$ cat config.mk
export PLATFORM = sky130hd
export DESIGN_NAME = timer_mode_counter
export DESIGN_NICKNAME = d
export VERILOG_FILES = /design/src/hw/timer_mode_counter_pkg.sv /design/src/hw/timer_mode_counter.sv
export VERILOG_INCLUDE_DIRS = /design/src /design/src/hw
export SDC_FILE = /design/constraint.sdc
export NUM_CORES = 1
export LEC_CHECK = 0
export BUFFER_PORTS_ARGS = -buffer_cell sky130_fd_sc_hd__buf_2
export CORE_MARGIN = 8
export CORE_UTILIZATION = 51
export DETAILED_ROUTE_END_ITERATION = 12
export PLACE_DENSITY = 0.83
export RECOVER_POWER = 50
export SYNTH_ARGS = -nofsm -noshare
export SYNTH_HDL_FRONTEND = slang
export SYNTH_SLANG_ARGS = --single-unit
$ cat constraint.sdc
create_clock -name i_sys_clk -period 2.94 [get_ports i_sys_clk]
set_input_delay 0.441 -clock i_sys_clk [delete_from_list [all_inputs] [get_ports i_sys_clk]]
set_output_delay 0.441 -clock i_sys_clk [all_outputs]
set_load 0.01 [all_outputs]
$ cat src/hw/timer_mode_counter_defines.svh
// Function
// - 8-bit counter behind 16-bit prescaler
// - Control bit 7 low selects timer; high stops count, output low
// - Counter increments on each prescaler output tick
// - Count readable at counter index 18, or the held capture while stopped
// - Status index 19: bit1 running, bit0 set
// - Clock, clear, start each internal or pin
// - Prescaler fed by master clock or pin
// - Divider field selects prescaler ratio
// - Clear signal holds counter at zero
// - Start/stop gates counting in timer mode only
// - Pin start is level or edge sensitive
// - Level: count while high, capture on low
// - Edge: first rise starts, next rise stops
// - Output rate is tick rate over compare
// - Square waveform high for half the compare count, rounded up
// - Pulse waveform: one tick-long pulse per cycle
// - Pins used only when configured as inputs
// - Output and complement on enabled pins
// - Source field codes; bit4 clock; bit5 zero
// - Divider code doubles ratio; bit5 waveform
// - Control bits: clear, run, edge, mode
`ifndef TIMER_MODE_COUNTER_DEFINES_SVH
`define TIMER_MODE_COUNTER_DEFINES_SVH
`define TMC_IDX_PIN_CFG 8'h04
`define TMC_IDX_CTRL 8'h05
`define TMC_IDX_DIV 8'h06
`define TMC_IDX_SRC 8'h07
`define TMC_IDX_CMP 8'h09
`define TMC_IDX_COUNT 8'h12
`define TMC_IDX_STATE 8'h13
`define TMC_CTRL_CLR_BIT 0
`define TMC_CTRL_RUN_BIT 2
`define TMC_CTRL_EDGE_BIT 3
`define TMC_CTRL_MODE_BIT 7
`define TMC_DIV_WAVE_BIT 5
`define TMC_SRC_CLK_BIT 4
`define TMC_PIN_START_IN 0
`define TMC_PIN_CLEAR_IN 1
`define TMC_PIN_CLK_IN 2
`define TMC_PIN_OUT_EN 3
`define TMC_PIN_OUTN_EN 4
`define TMC_DIV_MAX 5'h10
`define TMC_REG_RST 8'h00
`define TMC_CTRL_WMASK 8'h8D
`define TMC_DIV_WMASK 8'h3F
`define TMC_SRC_WMASK 8'h1F
`define TMC_PIN_WMASK 8'h1F
`define TMC_RESP_OKAY 2'b00
`define TMC_RESP_SLVERR 2'b10
`endif

$ cat src/hw/timer_mode_counter_pkg.sv
package timer_mode_counter_pkg;
    typedef enum logic [1:0] {
        SRC_INT = 2'b00,
        SRC_EXT = 2'b01,
        SRC_ANY = 2'b10,
        SRC_NONE = 2'b11
    } src_sel_t;
    typedef enum logic [2:0] {
        EDGE_WAIT = 3'b001,
        EDGE_RUN = 3'b010,
        EDGE_DONE = 3'b100
    } edge_state_t;
endpackage

$ cat src/hw/timer_mode_counter.sv
// Added by the designer: the AXI4-Lite slave port.
`timescale 1ns/10ps
`include "timer_mode_counter_defines.svh"
module timer_mode_counter
    import timer_mode_counter_pkg::*;
(
    input wire logic i_sys_clk,
    input wire logic i_arst_n,
    input wire logic [11:0] i_awaddr,
    input wire logic i_awvalid,
    output logic o_awready,
    input wire logic [31:0] i_wdata,
    input wire logic [3:0] i_wstrb,
    input wire logic i_wvalid,
    output logic o_wready,
    output logic [1:0] o_bresp,
    output logic o_bvalid,
    input wire logic i_bready,
    input wire logic [11:0] i_araddr,
    input wire logic i_arvalid,
    output logic o_arready,
    output logic [31:0] o_rdata,
    output logic [1:0] o_rresp,
    output logic o_rvalid,
    input wire logic i_rready,
    input wire logic i_start_stop_input,
    input wire logic i_counter_clear_input,
    input wire logic i_external_count_clock_pin,
    output logic o_timer_output_pin,
    output logic o_timer_output_pin_oe,
    output logic o_timer_output_inverted_pin,
    output logic o_timer_output_inverted_pin_oe
);

    // Prescaler ratio 2^code as a low-bit mask; codes past the top saturate
    function automatic logic [15:0] div_mask(input logic [4:0] code);
        logic [4:0] c;
        c = (code > `TMC_DIV_MAX) ? `TMC_DIV_MAX : code;
        div_mask = 16'((17'h0_0001 << c) - 17'h0_0001);
    endfunction

    // Compare of zero counts a full 256
    function automatic logic [8:0] eff_cmp(input logic [7:0] v);
        eff_cmp = (v == 8'h00) ? 9'h100 : {1'b0, v};
    endfunction

    logic [7:0] timer_control_register_q;
    logic [7:0] divider_waveform_register_q;
    logic [7:0] source_select_register_q;
    logic [7:0] pin_config_q;
    logic [7:0] compare_value_out_q;

    // Pin synchronisers and edge history
    logic [2:0] pin_meta_q;
    logic [2:0] pin_sync_q;
    logic [2:0] pin_prev_q;
    always_ff @(posedge i_sys_clk or negedge i_arst_n) begin
        if (!i_arst_n) begin
            pin_meta_q <= 3'b000;
            pin_sync_q <= 3'b000;
            pin_prev_q <= 3'b000;
        end else begin
            pin_meta_q <= {i_external_count_clock_pin, i_counter_clear_input,
                i_start_stop_input};
            pin_sync_q <= pin_meta_q;
            pin_prev_q <= pin_sync_q;
        end
    end

    logic start_en, clear_en, clk_en;
    assign start_en = pin_config_q[`TMC_PIN_START_IN];
    assign clear_en = pin_config_q[`TMC_PIN_CLEAR_IN];
    assign clk_en = pin_config_q[`TMC_PIN_CLK_IN];

    logic start_s, start_rise, start_fall, clear_s, clk_rise;
    assign start_s = pin_sync_q[0] & start_en;
    assign start_rise = start_en & pin_sync_q[0] & ~pin_prev_q[0];
    assign start_fall = start_en & ~pin_sync_q[0] & pin_prev_q[0];
    assign clear_s = pin_sync_q[1] & clear_en;
    assign clk_rise = clk_en & pin_sync_q[2] & ~pin_prev_q[2];

    src_sel_t clr_src, run_src;
    assign clr_src = src_sel_t'(source_select_register_q[1:0]);
    assign run_src = src_sel_t'(source_select_register_q[3:2]);

    logic timer_mode, edge_mode, wave_square, ext_clk;
    assign timer_mode = ~timer_control_register_q[`TMC_CTRL_MODE_BIT];
    assign edge_mode = timer_control_register_q[`TMC_CTRL_EDGE_BIT];
    assign wave_square = divider_waveform_register_q[`TMC_DIV_WAVE_BIT];
    assign ext_clk = source_select_register_q[`TMC_SRC_CLK_BIT];

    // Internal clear is active while the set bit is low
    logic int_clear, clear_act;
    assign int_clear = ~timer_control_register_q[`TMC_CTRL_CLR_BIT];
    always_comb begin
        case (clr_src)
            SRC_INT: clear_act = int_clear;
            SRC_EXT: clear_act = clear_s;
            SRC_ANY: clear_act = int_clear | clear_s;
            default: clear_act = 1'b0;
        endcase
    end

    edge_state_t edge_q;
    always_ff @(posedge i_sys_clk or negedge i_arst_n) begin
        if (!i_arst_n) begin
            edge_q <= EDGE_WAIT;
        end else if (clear_act || !edge_mode) begin
            edge_q <= EDGE_WAIT;
        end else begin
            case (edge_q)
                EDGE_WAIT: if (start_rise) edge_q <= EDGE_RUN;
                EDGE_RUN: if (start_rise) edge_q <= EDGE_DONE;
                EDGE_DONE: edge_q <= EDGE_DONE;
                default: edge_q <= EDGE_WAIT;
            endcase
        end
    end

    logic ext_run, int_run, run_sel, run_act;
    assign ext_run = edge_mode ? (edge_q == EDGE_RUN) : start_s;
    assign int_run = timer_control_register_q[`TMC_CTRL_RUN_BIT];
    always_comb begin
        case (run_src)
            SRC_INT: run_sel = int_run;
            SRC_EXT: run_sel = ext_run;
            SRC_ANY: run_sel = int_run | ext_run;
            default: run_sel = 1'b0;
        endcase
    end
    assign run_act = run_sel & timer_mode & ~clear_act;

    // Prescaler; source tick is every master cycle or a pin rising edge
    logic src_tick, div_tick;
    logic [15:0] div_cnt_q;
    logic [15:0] mask;
    assign src_tick = ext_clk ? clk_rise : 1'b1;
    assign mask = div_mask(divider_waveform_register_q[4:0]);
    assign div_tick = src_tick & ((div_cnt_q & mask) == mask);
    always_ff @(posedge i_sys_clk or negedge i_arst_n) begin
        if (!i_arst_n) begin
            div_cnt_q <= 16'h0000;
        end else if (clear_act) begin
            div_cnt_q <= 16'h0000;
        end else if (src_tick) begin
            div_cnt_q <= div_cnt_q + 16'h0001;
        end
    end

    // Compare applied from the next wrap or clear onward
    logic [7:0] cmp_act_q;
    logic [7:0] cnt_q;
    logic [7:0] last;
    logic [8:0] half;
    logic wrap;
    assign last = 8'(eff_cmp(cmp_act_q) - 9'h001);
    assign half = (eff_cmp(cmp_act_q) + 9'h001) >> 1;
    assign wrap = run_act & div_tick & (cnt_q == last);
    always_ff @(posedge i_sys_clk or negedge i_arst_n) begin
        if (!i_arst_n) begin
            cnt_q <= 8'h00;
            cmp_act_q <= 8'h00;
        end else if (clear_act) begin
            cnt_q <= 8'h00;
            cmp_act_q <= compare_value_out_q;
        end else if (wrap) begin
            cnt_q <= 8'h00;
            cmp_act_q <= compare_value_out_q;
        end else if (run_act && div_tick) begin
            cnt_q <= cnt_q + 8'h01;
        end
    end

    // Capture on the stopping edge of an external start
    logic cap_ev, cap_vld_q, run_prev_q;
    logic [7:0] cap_q;
    assign cap_ev = (run_src != SRC_INT) & ~clear_act &
        (edge_mode ? (edge_q == EDGE_RUN && start_rise) : start_fall);
    always_ff @(posedge i_sys_clk or negedge i_arst_n) begin
        if (!i_arst_n) begin
            cap_q <= 8'h00;
            cap_vld_q <= 1'b0;
            run_prev_q <= 1'b0;
        end else begin
            run_prev_q <= run_act;
            if (cap_ev) begin
                cap_q <= cnt_q;
                cap_vld_q <= 1'b1;
            end else if (clear_act || (run_act && !run_prev_q)) begin
                cap_vld_q <= 1'b0;
            end
        end
    end

    // Output waveform, tristated while held in clear
    logic out_d;
    always_comb begin
        if (!timer_mode) begin
            out_d = 1'b0;
        end else if (wave_square) begin
            out_d = ({1'b0, cnt_q} < half);
        end else begin
            out_d = run_sel & (cnt_q == last);
        end
    end
    always_ff @(posedge i_sys_clk or negedge i_arst_n) begin
        if (!i_arst_n) begin
            o_timer_output_pin <= 1'b0;
            o_timer_output_inverted_pin <= 1'b1;
            o_timer_output_pin_oe <= 1'b0;
            o_timer_output_inverted_pin_oe <= 1'b0;
        end else begin
            o_timer_output_pin <= out_d;
            o_timer_output_inverted_pin <= ~out_d;
            o_timer_output_pin_oe <= ~clear_act & pin_config_q[`TMC_PIN_OUT_EN];
            o_timer_output_inverted_pin_oe <= ~clear_act &
                pin_config_q[`TMC_PIN_OUTN_EN];
        end
    end

    // AXI4-Lite slave: one write and one read outstanding
    logic aw_got_q, w_got_q, wr_fire;
    logic [7:0] aw_idx_q;
    logic [7:0] wdat_q;
    logic wstrb0_q;
    assign wr_fire = aw_got_q & w_got_q & ~o_bvalid;
    always_ff @(posedge i_sys_clk or negedge i_arst_n) begin
        if (!i_arst_n) begin
            o_awready <= 1'b1;
            o_wready <= 1'b1;
            aw_got_q <= 1'b0;
            w_got_q <= 1'b0;
            aw_idx_q <= 8'h00;
            wdat_q <= 8'h00;
            wstrb0_q <= 1'b0;
            o_bvalid <= 1'b0;
            o_bresp <= `TMC_RESP_OKAY;
        end else begin
            if (o_awready && i_awvalid) begin
                aw_idx_q <= i_awaddr[9:2];
                aw_got_q <= 1'b1;
                o_awready <= 1'b0;
            end
            if (o_wready && i_wvalid) begin
                wdat_q <= i_wdata[7:0];
                wstrb0_q <= i_wstrb[0];
                w_got_q <= 1'b1;
                o_wready <= 1'b0;
            end
            if (wr_fire) begin
                aw_got_q <= 1'b0;
                w_got_q <= 1'b0;
                o_bvalid <= 1'b1;
                o_bresp <= (aw_idx_q == `TMC_IDX_CTRL || aw_idx_q == `TMC_IDX_DIV ||
                    aw_idx_q == `TMC_IDX_SRC || aw_idx_q == `TMC_IDX_CMP ||
                    aw_idx_q == `TMC_IDX_PIN_CFG) ? `TMC_RESP_OKAY : `TMC_RESP_SLVERR;
            end
            if (o_bvalid && i_bready) begin
                o_bvalid <= 1'b0;
                o_awready <= 1'b1;
                o_wready <= 1'b1;
            end
        end
    end

    always_ff @(posedge i_sys_clk or negedge i_arst_n) begin
        if (!i_arst_n) begin
            timer_control_register_q <= `TMC_REG_RST;
            divider_waveform_register_q <= `TMC_REG_RST;
            source_select_register_q <= `TMC_REG_RST;
            pin_config_q <= `TMC_REG_RST;
            compare_value_out_q <= `TMC_REG_RST;
        end else if (wr_fire && wstrb0_q) begin
            case (aw_idx_q)
                `TMC_IDX_CTRL: timer_control_register_q <= wdat_q & `TMC_CTRL_WMASK;
                `TMC_IDX_DIV: divider_waveform_register_q <= wdat_q & `TMC_DIV_WMASK;
                `TMC_IDX_SRC: source_select_register_q <= wdat_q & `TMC_SRC_WMASK;
                `TMC_IDX_PIN_CFG: pin_config_q <= wdat_q & `TMC_PIN_WMASK;
                `TMC_IDX_CMP: compare_value_out_q <= wdat_q;
                default: compare_value_out_q <= compare_value_out_q;
            endcase
        end
    end

    logic [7:0] rd_val;
    logic rd_ok;
    always_comb begin
        rd_ok = 1'b1;
        case (i_araddr[9:2])
            `TMC_IDX_CTRL: rd_val = timer_control_register_q;
            `TMC_IDX_DIV: rd_val = divider_waveform_register_q;
            `TMC_IDX_SRC: rd_val = source_select_register_q;
            `TMC_IDX_PIN_CFG: rd_val = pin_config_q;
            `TMC_IDX_CMP: rd_val = 8'h00;
            `TMC_IDX_COUNT: rd_val = (cap_vld_q && !run_act) ? cap_q : cnt_q;
            `TMC_IDX_STATE: rd_val = {6'h00, run_act, ~clear_act};
            default: begin
                rd_val = 8'h00;
                rd_ok = 1'b0;
            end
        endcase
    end

    always_ff @(posedge i_sys_clk or negedge i_arst_n) begin
        if (!i_arst_n) begin
            o_arready <= 1'b1;
            o_rvalid <= 1'b0;
            o_rdata <= 32'h0000_0000;
            o_rresp <= `TMC_RESP_OKAY;
        end else if (o_arready && i_arvalid) begin
            o_arready <= 1'b0;
            o_rvalid <= 1'b1;
            o_rdata <= {24'h00_0000, rd_val};
            o_rresp <= rd_ok ? `TMC_RESP_OKAY : `TMC_RESP_SLVERR;
        end else if (o_rvalid && i_rready) begin
            o_rvalid <= 1'b0;
            o_arready <= 1'b1;
        end
    end
endmodule

==> results.yml, run 1 <==
timing:
  fmax_mhz: 353.1
  fin_skew_ns: 0.005027
  period_needed_ns: 2.832
  rsz0062_at_grt: "false"
  setup_viol: 0
  worst_pin_slew_ns: 2.423
  finalCritPeriodShare: 0.9634
  hold_ws_ns: 0.1272
  setup_ws_ns: 0.1076
  slew_violations: 46
  slew-limit-headroom: -0.6155
  tns_ns: 0
  hold_violations: 0
yosys:
  yosysMostFrequentCell: "dfrtp_1"
  netlist_area_um2: 6364
  synth_cells: 587
  yosysWarnings: 0
  synth_area_leader_cell: "dfrtp_1"
  synth_cell_type_count: 69
  synthArstFlopShare: 1.000
  synth_common_cells: "dfrtp_1 (114), mux2_2 (53), nor2_1 (37)"
  synth-seq-cells: 119
  yosys-top-cells-area: "dfrtp_1 (45%), mux2_2 (9.4%), buf_4 (3.2%)"
  synth_edf_count: 0
  netlist.area_leader.share: 0.4483
  synth_ff_type: "dfrtp_1"
  yosysSeqAreaShare: 0.4689
  avgSynthCellArea_um2: 10.84
clock_tree:
  clk_pin_slew_ns: 0.06
  cts_buffers: 17
  cts_tree: "done"
  clock-sinks: 119
  htree_levels: 4
  cts_setup_buffers: 0
  clockRootBuffer: "clkbuf_16"
  clock_latency_ns: 0.42
  cts_hold_buf: 0
  clockBufferDepth: 2
setup_path:
  crit_type: "reg2reg"
  required_ns: 3.24
  startpoint: "divider_waveform_register_q[4]"
  rrSetupSlack_ns: 0.11
  path_max_fanout: 10
  crit_arrival_ns: 3.13
  start_kind: "flip-flop"
  timing.rr.start: "divider_waveform_register_q[4]"
  end_kind: "flip-flop"
global_routing:
  grt_pass1_vias: 4875
  antenna_found_initial: 0
  grt_start_max_net_pins: 49
  grt_use_total: 0.1871
  overflow: 0
  grt_pass1_wl_mm: 24.18
placement:
  numPortBuffers: 53
  dp_hpwl_mm: 10.50
  pre_cts_ws_ns: -0.05628
  place_area_um2: 6834
  gp_congestion: 0.9113
die:
  start_util: 0.5126
  fp.coreArea_um2: 12410
  die-area_um2: 16310
  fp-row-count: 41
  io_pins: 115
  fp.dieW_um: 127.7
  fp.dieH_um: 127.7
worst_hold_path:
  min_from: "i_counter_clear_input"
  hp-class: "in2reg"
detailed_routing:
  ant_nets: 0
  dr.pass1.iters: 6
  drc_errors: 0
  vias_per_cell: 5.669
  wl_per_cell_um: 17.48
  wl_mm: 14.72
  drtIter0Drc: 489
  num_vias: 4773
status:
  status: "complete, but fails checks"
  violations: "max-capacitance violations, max-slew violations"
final_layout:
  diodes: 0
  drive_gt1_frac: 0.2791
  design_area_um2: 7510
  synthToLayoutAreaGrowth_pct: 18.01
  fillers: 993
  fin_util: 0.6049
  layout.nets: 740
power:
  peakVddDrop_v: 0.0005040
  p_leak_nw: 3.449
  powerDensity_nw_per_um2: 728.1
flow_run:
  maxCapViolCount: 1
[final timing paths]
kind,end,cells past startpoint
max,cmp_act_q[7],11
min,pin_meta_q[1],1
max reg2reg,cmp_act_q[7],11
min reg2reg,pin_sync_q[2],0
max in group asynchronous,o_timer_output_inverted_pin,2
min in group asynchronous,div_cnt_q[12],1
[state kept, by name, indices dropped and copies added (netlist names), 2 cells and up]
name,cells
pin_meta_q,3
pin_prev_q,2
cmp_act_q,8
divider_waveform_register_q,6
source_select_register_q,5
wdat_q,8
pin_config_q,5
timer_control_register_q,4
edge_q,3
cap_q,8
cnt_q,8
aw_idx_q,8
pin_sync_q,3
o_rdata,8
compare_value_out_q,8
div_cnt_q,16
[critical path, cell delays in order, from the launching register on]
cell	delay [ns]
dfrtp_1	0.40
nor3_4	0.22
nand3_1	0.16
ha_4	0.23
or4_1	0.55
o21ai_1	0.15
a32o_1	0.20
a2111oi_4	0.09
nand4_2	0.17
o21ai_4	0.07
buf_12	0.16
mux2_4	0.30
[cell usage in the layout (no fill, tap or decap), types with 10 or more instances in the layout]
cell type,Yosys,final
dfrtp_1,114,114
mux2_2,53,53
buf_2,7,52
nor2_1,37,37
nand2_1,36,36
conb_1,1,26
o21ai_0,24,24
a21oi_1,23,23
buf_4,27,21
xnor2_1,19,19
nand3_1,17,17
clkbuf_16,0,17
inv_1,15,15
xor2_1,15,15
nor3_1,14,13
mux2i_1,12,12
ha_1,13,12
and3_1,11,11
nand2b_1,11,10
[routing by layer]
layer  up-vias  track usage  share of wire
li1       2216            -              -
met2       197       0.3144           0.49
met1      2327       0.2237           0.42
met4         0      0.07063          0.021
met3        33      0.05283          0.070
met5         -            0              0
[kinds of logic (layout without fill, tap and decap cells)]
logic type,count (synthesis),after routing,synth area share
buffers and inverters,67,125,0.05918
AND/OR/NAND/NOR,174,174,0.1479
adder cells (fa/ha/maj),13,13,0.02556
AO/OA/AOI/OAI,103,103,0.1089
multiplexers,76,76,0.1422
XOR/XNOR,34,34,0.04680
flip-flops,119,119,0.4689
other,1,26,0.0005893
[through the flow]
stage	std cells	power, mW
3_5_place_dp	810	3.214
6_report	842	5.468
2_1_floorplan	612	2.860
4_1_cts	842	5.458
5_1_grt	842	5.721
3_3_place_gp	810	3.151
[report_power, final]
group / switching (mW) / leakage [nW] / internal (mW)
logic: 0.548 / 1.57 / 0.548
clock network: 0.754 / 0.306 / 1.49
registers: 0.246 / 1.57 / 1.89
total: 1.55 / 3.45 / 3.92
[timing repair]
| item | CTS | global route |
|---|---|---|
| pin swaps | 1 | 2 |
| endpoints found under the setup margin | 9 | 11 |
| cloned | 0 | 0 |
| resized for setup | 3 | 3 |
[layout make-up]
type,instances,area (um^2),share of cell area
inverters,16,60.06,0.007997
repair buffers,77,469.2,0.06248
clock inverters,11,170.2,0.02266
clock buffers,21,470.5,0.06265
well taps,172,215.2,0.02866
multi-input cells,426,3141,0.4182
flip-flops and latches,119,2984,0.3974
(Power assumes the default switching activity.)
==> inputs of run 2 (changes only) <==
MAX_ROUTING_LAYER = met4   (was unset)
==> results.yml, run 2 (same netlist as run 1, synthesis figures left out) <==
status:
  status: "finished clean"
clock_tree:
  clock_latency_ns: 0.42
  cts_buffers: 17
  clockRootBuffer: "clkbuf_16"
  htree_levels: 4
  cts_tree: "done"
  clk_pin_slew_ns: 0.06
  clock-sinks: 119
  cts_hold_buf: 0
  clockBufferDepth: 2
  cts_setup_buffers: 0
final_layout:
  diodes: 0
  synthToLayoutAreaGrowth_pct: 16.75
  mostFrequentLayoutCells: "dfrtp_1 (114), mux2_2 (53), buf_2 (52)"
  largest_reg_flops: 16
  layout.area.seq_um2: 2984
  design_area_um2: 7430
  largest-register: "div_cnt_q"
  final_common_cell: "dfrtp_1"
  fin_cells: 842
  drive_gt1_frac: 0.2821
  multi_input_area_um2: 3131
  fin_util: 0.5985
  layout.nets: 740
  fillers: 979
detailed_routing:
  ant_nets: 0
  wl_mm: 14.82
  drtIter0Drc: 373
  vias_per_cell: 5.664
  drc_errors: 0
  num_vias: 4769
  dr.pass1.iters: 5
  wl_per_cell_um: 17.60
die:
  fp.dieH_um: 127.7
  die-area_um2: 16310
  fp-row-count: 41
  io_pins: 115
  fp.coreArea_um2: 12410
  start_util: 0.5126
  fp.dieW_um: 127.7
power:
  pwr-share-clk: 0.386
  p_int_mw: 3.635
  finalPower_mw: 5.263
  peakVddDrop_v: 0.0005761
  switching_share: 0.3093
  p_leak_nw: 3.421
  powerDensity_nw_per_um2: 708.4
  seq_power_share: 0.406
  power.switching_mw: 1.628
  p_comb_frac: 0.208
timing:
  setup_ws_ns: 0.1503
  fin_skew_ns: 0.008404
  fmax_mhz: 358.5
  slew_violations: 0
  worst_pin_slew_ns: 1.215
  rsz0062_at_grt: "false"
  tns_ns: 0
  period_needed_ns: 2.790
  hold_violations: 0
  slew-limit-headroom: 0.1902
  setup_viol: 0
  finalCritPeriodShare: 0.9489
  hold_ws_ns: 0.1301
worst_hold_path:
  hp-class: "in2reg"
setup_path:
  path_max_fanout: 9
  path_cells: "nor3_4 -> nand3_1 -> ha_2 -> nand2b_1 -> o21ai_1 -> a32o_1 -> a2111oi_4 -> nand4_2 -> o21ai_4 -> buf_12 -> mux2_4"
  crit_slowest_cell: "dfrtp_1"
  cp_top_family: "compound AO/OA/AOI/OAI gates"
  crit_arrival_ns: 3.09
  crit_path_max_incr_delay_ns: 0.41
  crit_type: "reg2reg"
  required_ns: 3.24
  end_kind: "flip-flop"
  start_kind: "flip-flop"
  crit_buf_inv: 1
global_routing:
  grt.met2_usage: 0.3231
  grt_start_max_net_pins: 74
  busiest_layer: "met2"
  antenna_found_initial: 0
  grt_use_total: 0.1967
  grt_pass1_wl_mm: 24.84
  overflow: 0
  use_met3: 0.04326
  use_met1: 0.2347
  grt_pass1_vias: 4943
placement:
  place_area_um2: 6834
  dp_hpwl_mm: 10.46
  gp_congestion: 0.9159
  numPortBuffers: 53
  pre_cts_ws_ns: -0.003033
  place_inst: 810
flow_run:
  maxCapViolCount: 0
## run 2: changes by cell type in the layout (fill, tap and decap cells not counted), moves of 2 or more
cell	change
clkbuf_1	-2
inv_8	+2
clkbuf_8	-2
bufinv_16	-3
inv_6	+3
clkinv_4	+3
## run 2: worst reg2reg max path, delay by kind of cell, from the launching register on
kind	cells	cell delay (ns)
mux	1	0.30
buf+inv	1	0.15
simple gates	4	0.65
fa+ha+maj	1	0.24
compound gates	4	0.92
flops	1	0.41
## run 2: final timing paths
kind | from | to | slack (ns) | cells after the start
worst max-delay path | divider_waveform_register_q[4] | cmp_act_q[1] | 0.15 | 11
worst min-delay path | i_counter_clear_input | pin_meta_q[1] | 0.13 | 1
worst max register to register | divider_waveform_register_q[4] | cmp_act_q[1] | 0.15 | 11
worst min register to register | pin_meta_q[2] | pin_sync_q[2] | 0.35 | 0
max in group asynchronous | i_arst_n | cmp_act_q[0] | 1.02 | 2
min in group asynchronous | i_arst_n | div_cnt_q[13] | 0.27 | 1
## run 2: power by group through the flow
stage	sequential, mW	combinational [mW]	clock [mW]
finish	2.14	1.10	2.03
global route	2.17	1.21	2.13
CTS	2.14	1.08	2.05
detailed placement	2.16	1.07	0
global placement	2.14	1.03	0
floorplan	2.09	0.771	0
## run 2: layout make-up
type                       count  area share
clock buffer                  18     0.05911
clock inverter                14     0.01920
sequential                   119      0.4016
multi-input combinational    426      0.4214
tap                          172     0.02897
inverter                      16    0.008084
timing repair buffer          77     0.06164
## run 2: per-layer routing
metal  wire length, um  part of all wire  vias to the layer above
met3               796             0.054                       13
met2              7389              0.50                      158
met1              6461              0.44                     2384
li1                  -                 -                     2214
met4               170             0.011                        0
met5                 0                 0                        -
## run 2: timing repair
action / CTS / global route
endpoints found under the setup margin: 2 / 16
endpoints found under the hold margin: 0 / 0
resized for setup: 1 / 4
pin swaps: 0 / 2
==> inputs of run 3 (changes only) <==
CORE_UTILIZATION = 40   (was 51)
PLACE_DENSITY = 0.69   (was 0.83)
==> results.yml, run 3 (same netlist as run 1, synthesis figures left out) <==
status:
  status: "finished clean"
setup_path:
  crit_type: "reg2reg"
  required_ns: 3.24
  end_kind: "flip-flop"
  path_max_fanout: 11
  start_kind: "flip-flop"
  crit_arrival_ns: 3.08
clock_tree:
  cts_buffers: 17
  htree_levels: 4
  clock_latency_ns: 0.42
  clk_pin_slew_ns: 0.05
  clockBufferDepth: 2
  clockRootBuffer: "clkbuf_16"
  cts_hold_buf: 0
  clock-sinks: 119
  cts_tree: "done"
final_layout:
  fillers: 1386
  diodes: 0
  final_common_cell: "dfrtp_1"
  synthToLayoutAreaGrowth_pct: 17.95
  drive_gt1_frac: 0.2795
  multi_input_area_um2: 3139
  layout.area.seq_um2: 2984
  design_area_um2: 7506
  largest-register: "div_cnt_q"
  layout.nets: 739
  largest_reg_flops: 16
  mostFrequentLayoutCells: "dfrtp_1 (114), mux2_2 (53), buf_2 (52)"
die:
  fp-row-count: 46
  die-area_um2: 20200
  fp.dieW_um: 142.1
  io_pins: 115
  start_util: 0.4050
  fp.coreArea_um2: 15710
  fp.dieH_um: 142.1
detailed_routing:
  vias_per_cell: 5.346
  dr.pass1.iters: 5
  ant_nets: 0
  drc_errors: 0
  num_vias: 4731
  wl_per_cell_um: 16.45
  wl_mm: 14.56
  drtIter0Drc: 402
flow_run:
  maxCapViolCount: 0
timing:
  hold_ws_ns: 0.1285
  fmax_mhz: 359.0
  period_needed_ns: 2.786
  finalCritPeriodShare: 0.9476
  worst_pin_slew_ns: 1.339
  tns_ns: 0
  rsz0062_at_grt: "false"
  hold_violations: 0
  slew-limit-headroom: 0.1073
  slew_violations: 0
  setup_viol: 0
  fin_skew_ns: 0.007948
global_routing:
  grt_pass1_wl_mm: 23.96
  grt_pass1_vias: 4874
  grt_use_total: 0.1532
  antenna_found_initial: 0
  overflow: 0
  grt_start_max_net_pins: 50
placement:
  dp_hpwl_mm: 10.69
  place_area_um2: 6882
  gp_congestion: 0.8875
  numPortBuffers: 53
worst_hold_path:
  hp-class: "in2reg"
power:
  powerDensity_nw_per_um2: 708.2
  peakVddDrop_v: 0.0005783
  p_leak_nw: 3.414
==> run 3: cell count changes in the layout (fill, tap and decap cells not counted), sizes merged <==
cell / previous run / this run
clkinvlp: 2 / 5
inv: 22 / 19
buf: 75 / 73
clkinv: 5 / 2
bufinv: 1 / 2
clkbuf: 20 / 23
==> run 3: power breakdown <==
group / internal [mW] / switching, mW
combinational: 0.533 / 0.563
clock: 1.32 / 0.769
sequential: 1.89 / 0.243
==> run 3: final timing paths <==
kind                            cells after the start  slack [ns]             to                           start
worst max-delay path                               11        0.15   cmp_act_q[3]  divider_waveform_register_q[0]
worst min-delay path                                1        0.13  pin_meta_q[2]      i_external_count_clock_pin
worst max register to register                     11        0.15   cmp_act_q[3]  divider_waveform_register_q[0]
worst min register to register                      0        0.35  pin_sync_q[2]                   pin_meta_q[2]
max in group asynchronous                           2        0.88       cap_q[2]                        i_arst_n
min in group asynchronous                           1        0.26   div_cnt_q[8]                        i_arst_n
==> run 3: through the flow <==
| step | util | worst slack (ns) | power (mW) | instances |
|---|---|---|---|---|
| finish | 0.4777 | 0.1542 | 5.316 | 885 |
| detailed placement | 0.4380 | -0.03725 | 3.219 | 853 |
| global placement | 0.4380 | 0.07594 | 3.147 | 853 |
| CTS | 0.4773 | 0.07028 | 5.340 | 885 |
| floorplan | - | 0.006617 | 2.860 | 612 |
| global route | 0.4777 | 0.002765 | 5.579 | 885 |
==> run 3: timing repair <==
action / in CTS / in global routing
setup buffers: 0 / 0
pin swaps: 1 / 1
endpoints found under the setup margin: 13 / 13
gates resized for setup: 3 / 3
hold endpoints to repair: 0 / 0
==> run 3: cell type report <==
type                            count  area share
Multi-Input combinational cell    426      0.4182
Sequential cell                   119      0.3976
Clock buffer                       20     0.06218
Timing Repair Buffer               76     0.05918
Tap cell                          216     0.03601
Clock inverter                     12     0.01884
Inverter                           16    0.008001
==> run 3: routing by layer <==
layer  global-route usage  vias to the layer above  share of wire
met5                    -                        -              0
met4              0.07179                        0          0.023
met3              0.03422                       28          0.061
met2               0.2449                      175           0.49
met1               0.1811                     2317           0.43
li1                     -                     2211              -
==> run 3: critical path: stages, from the launching register on <==
cell and delay (ns):
dfrtp_1 0.44, nor2_1 0.19, nand2_1 0.09, ha_2 0.26
nand2b_1 0.12, o21ai_1 0.07, a32o_1 0.24, a2111oi_4 0.42
nand4_4 0.19, o21ai_4 0.20, buf_12 0.15, mux2_4 0.30
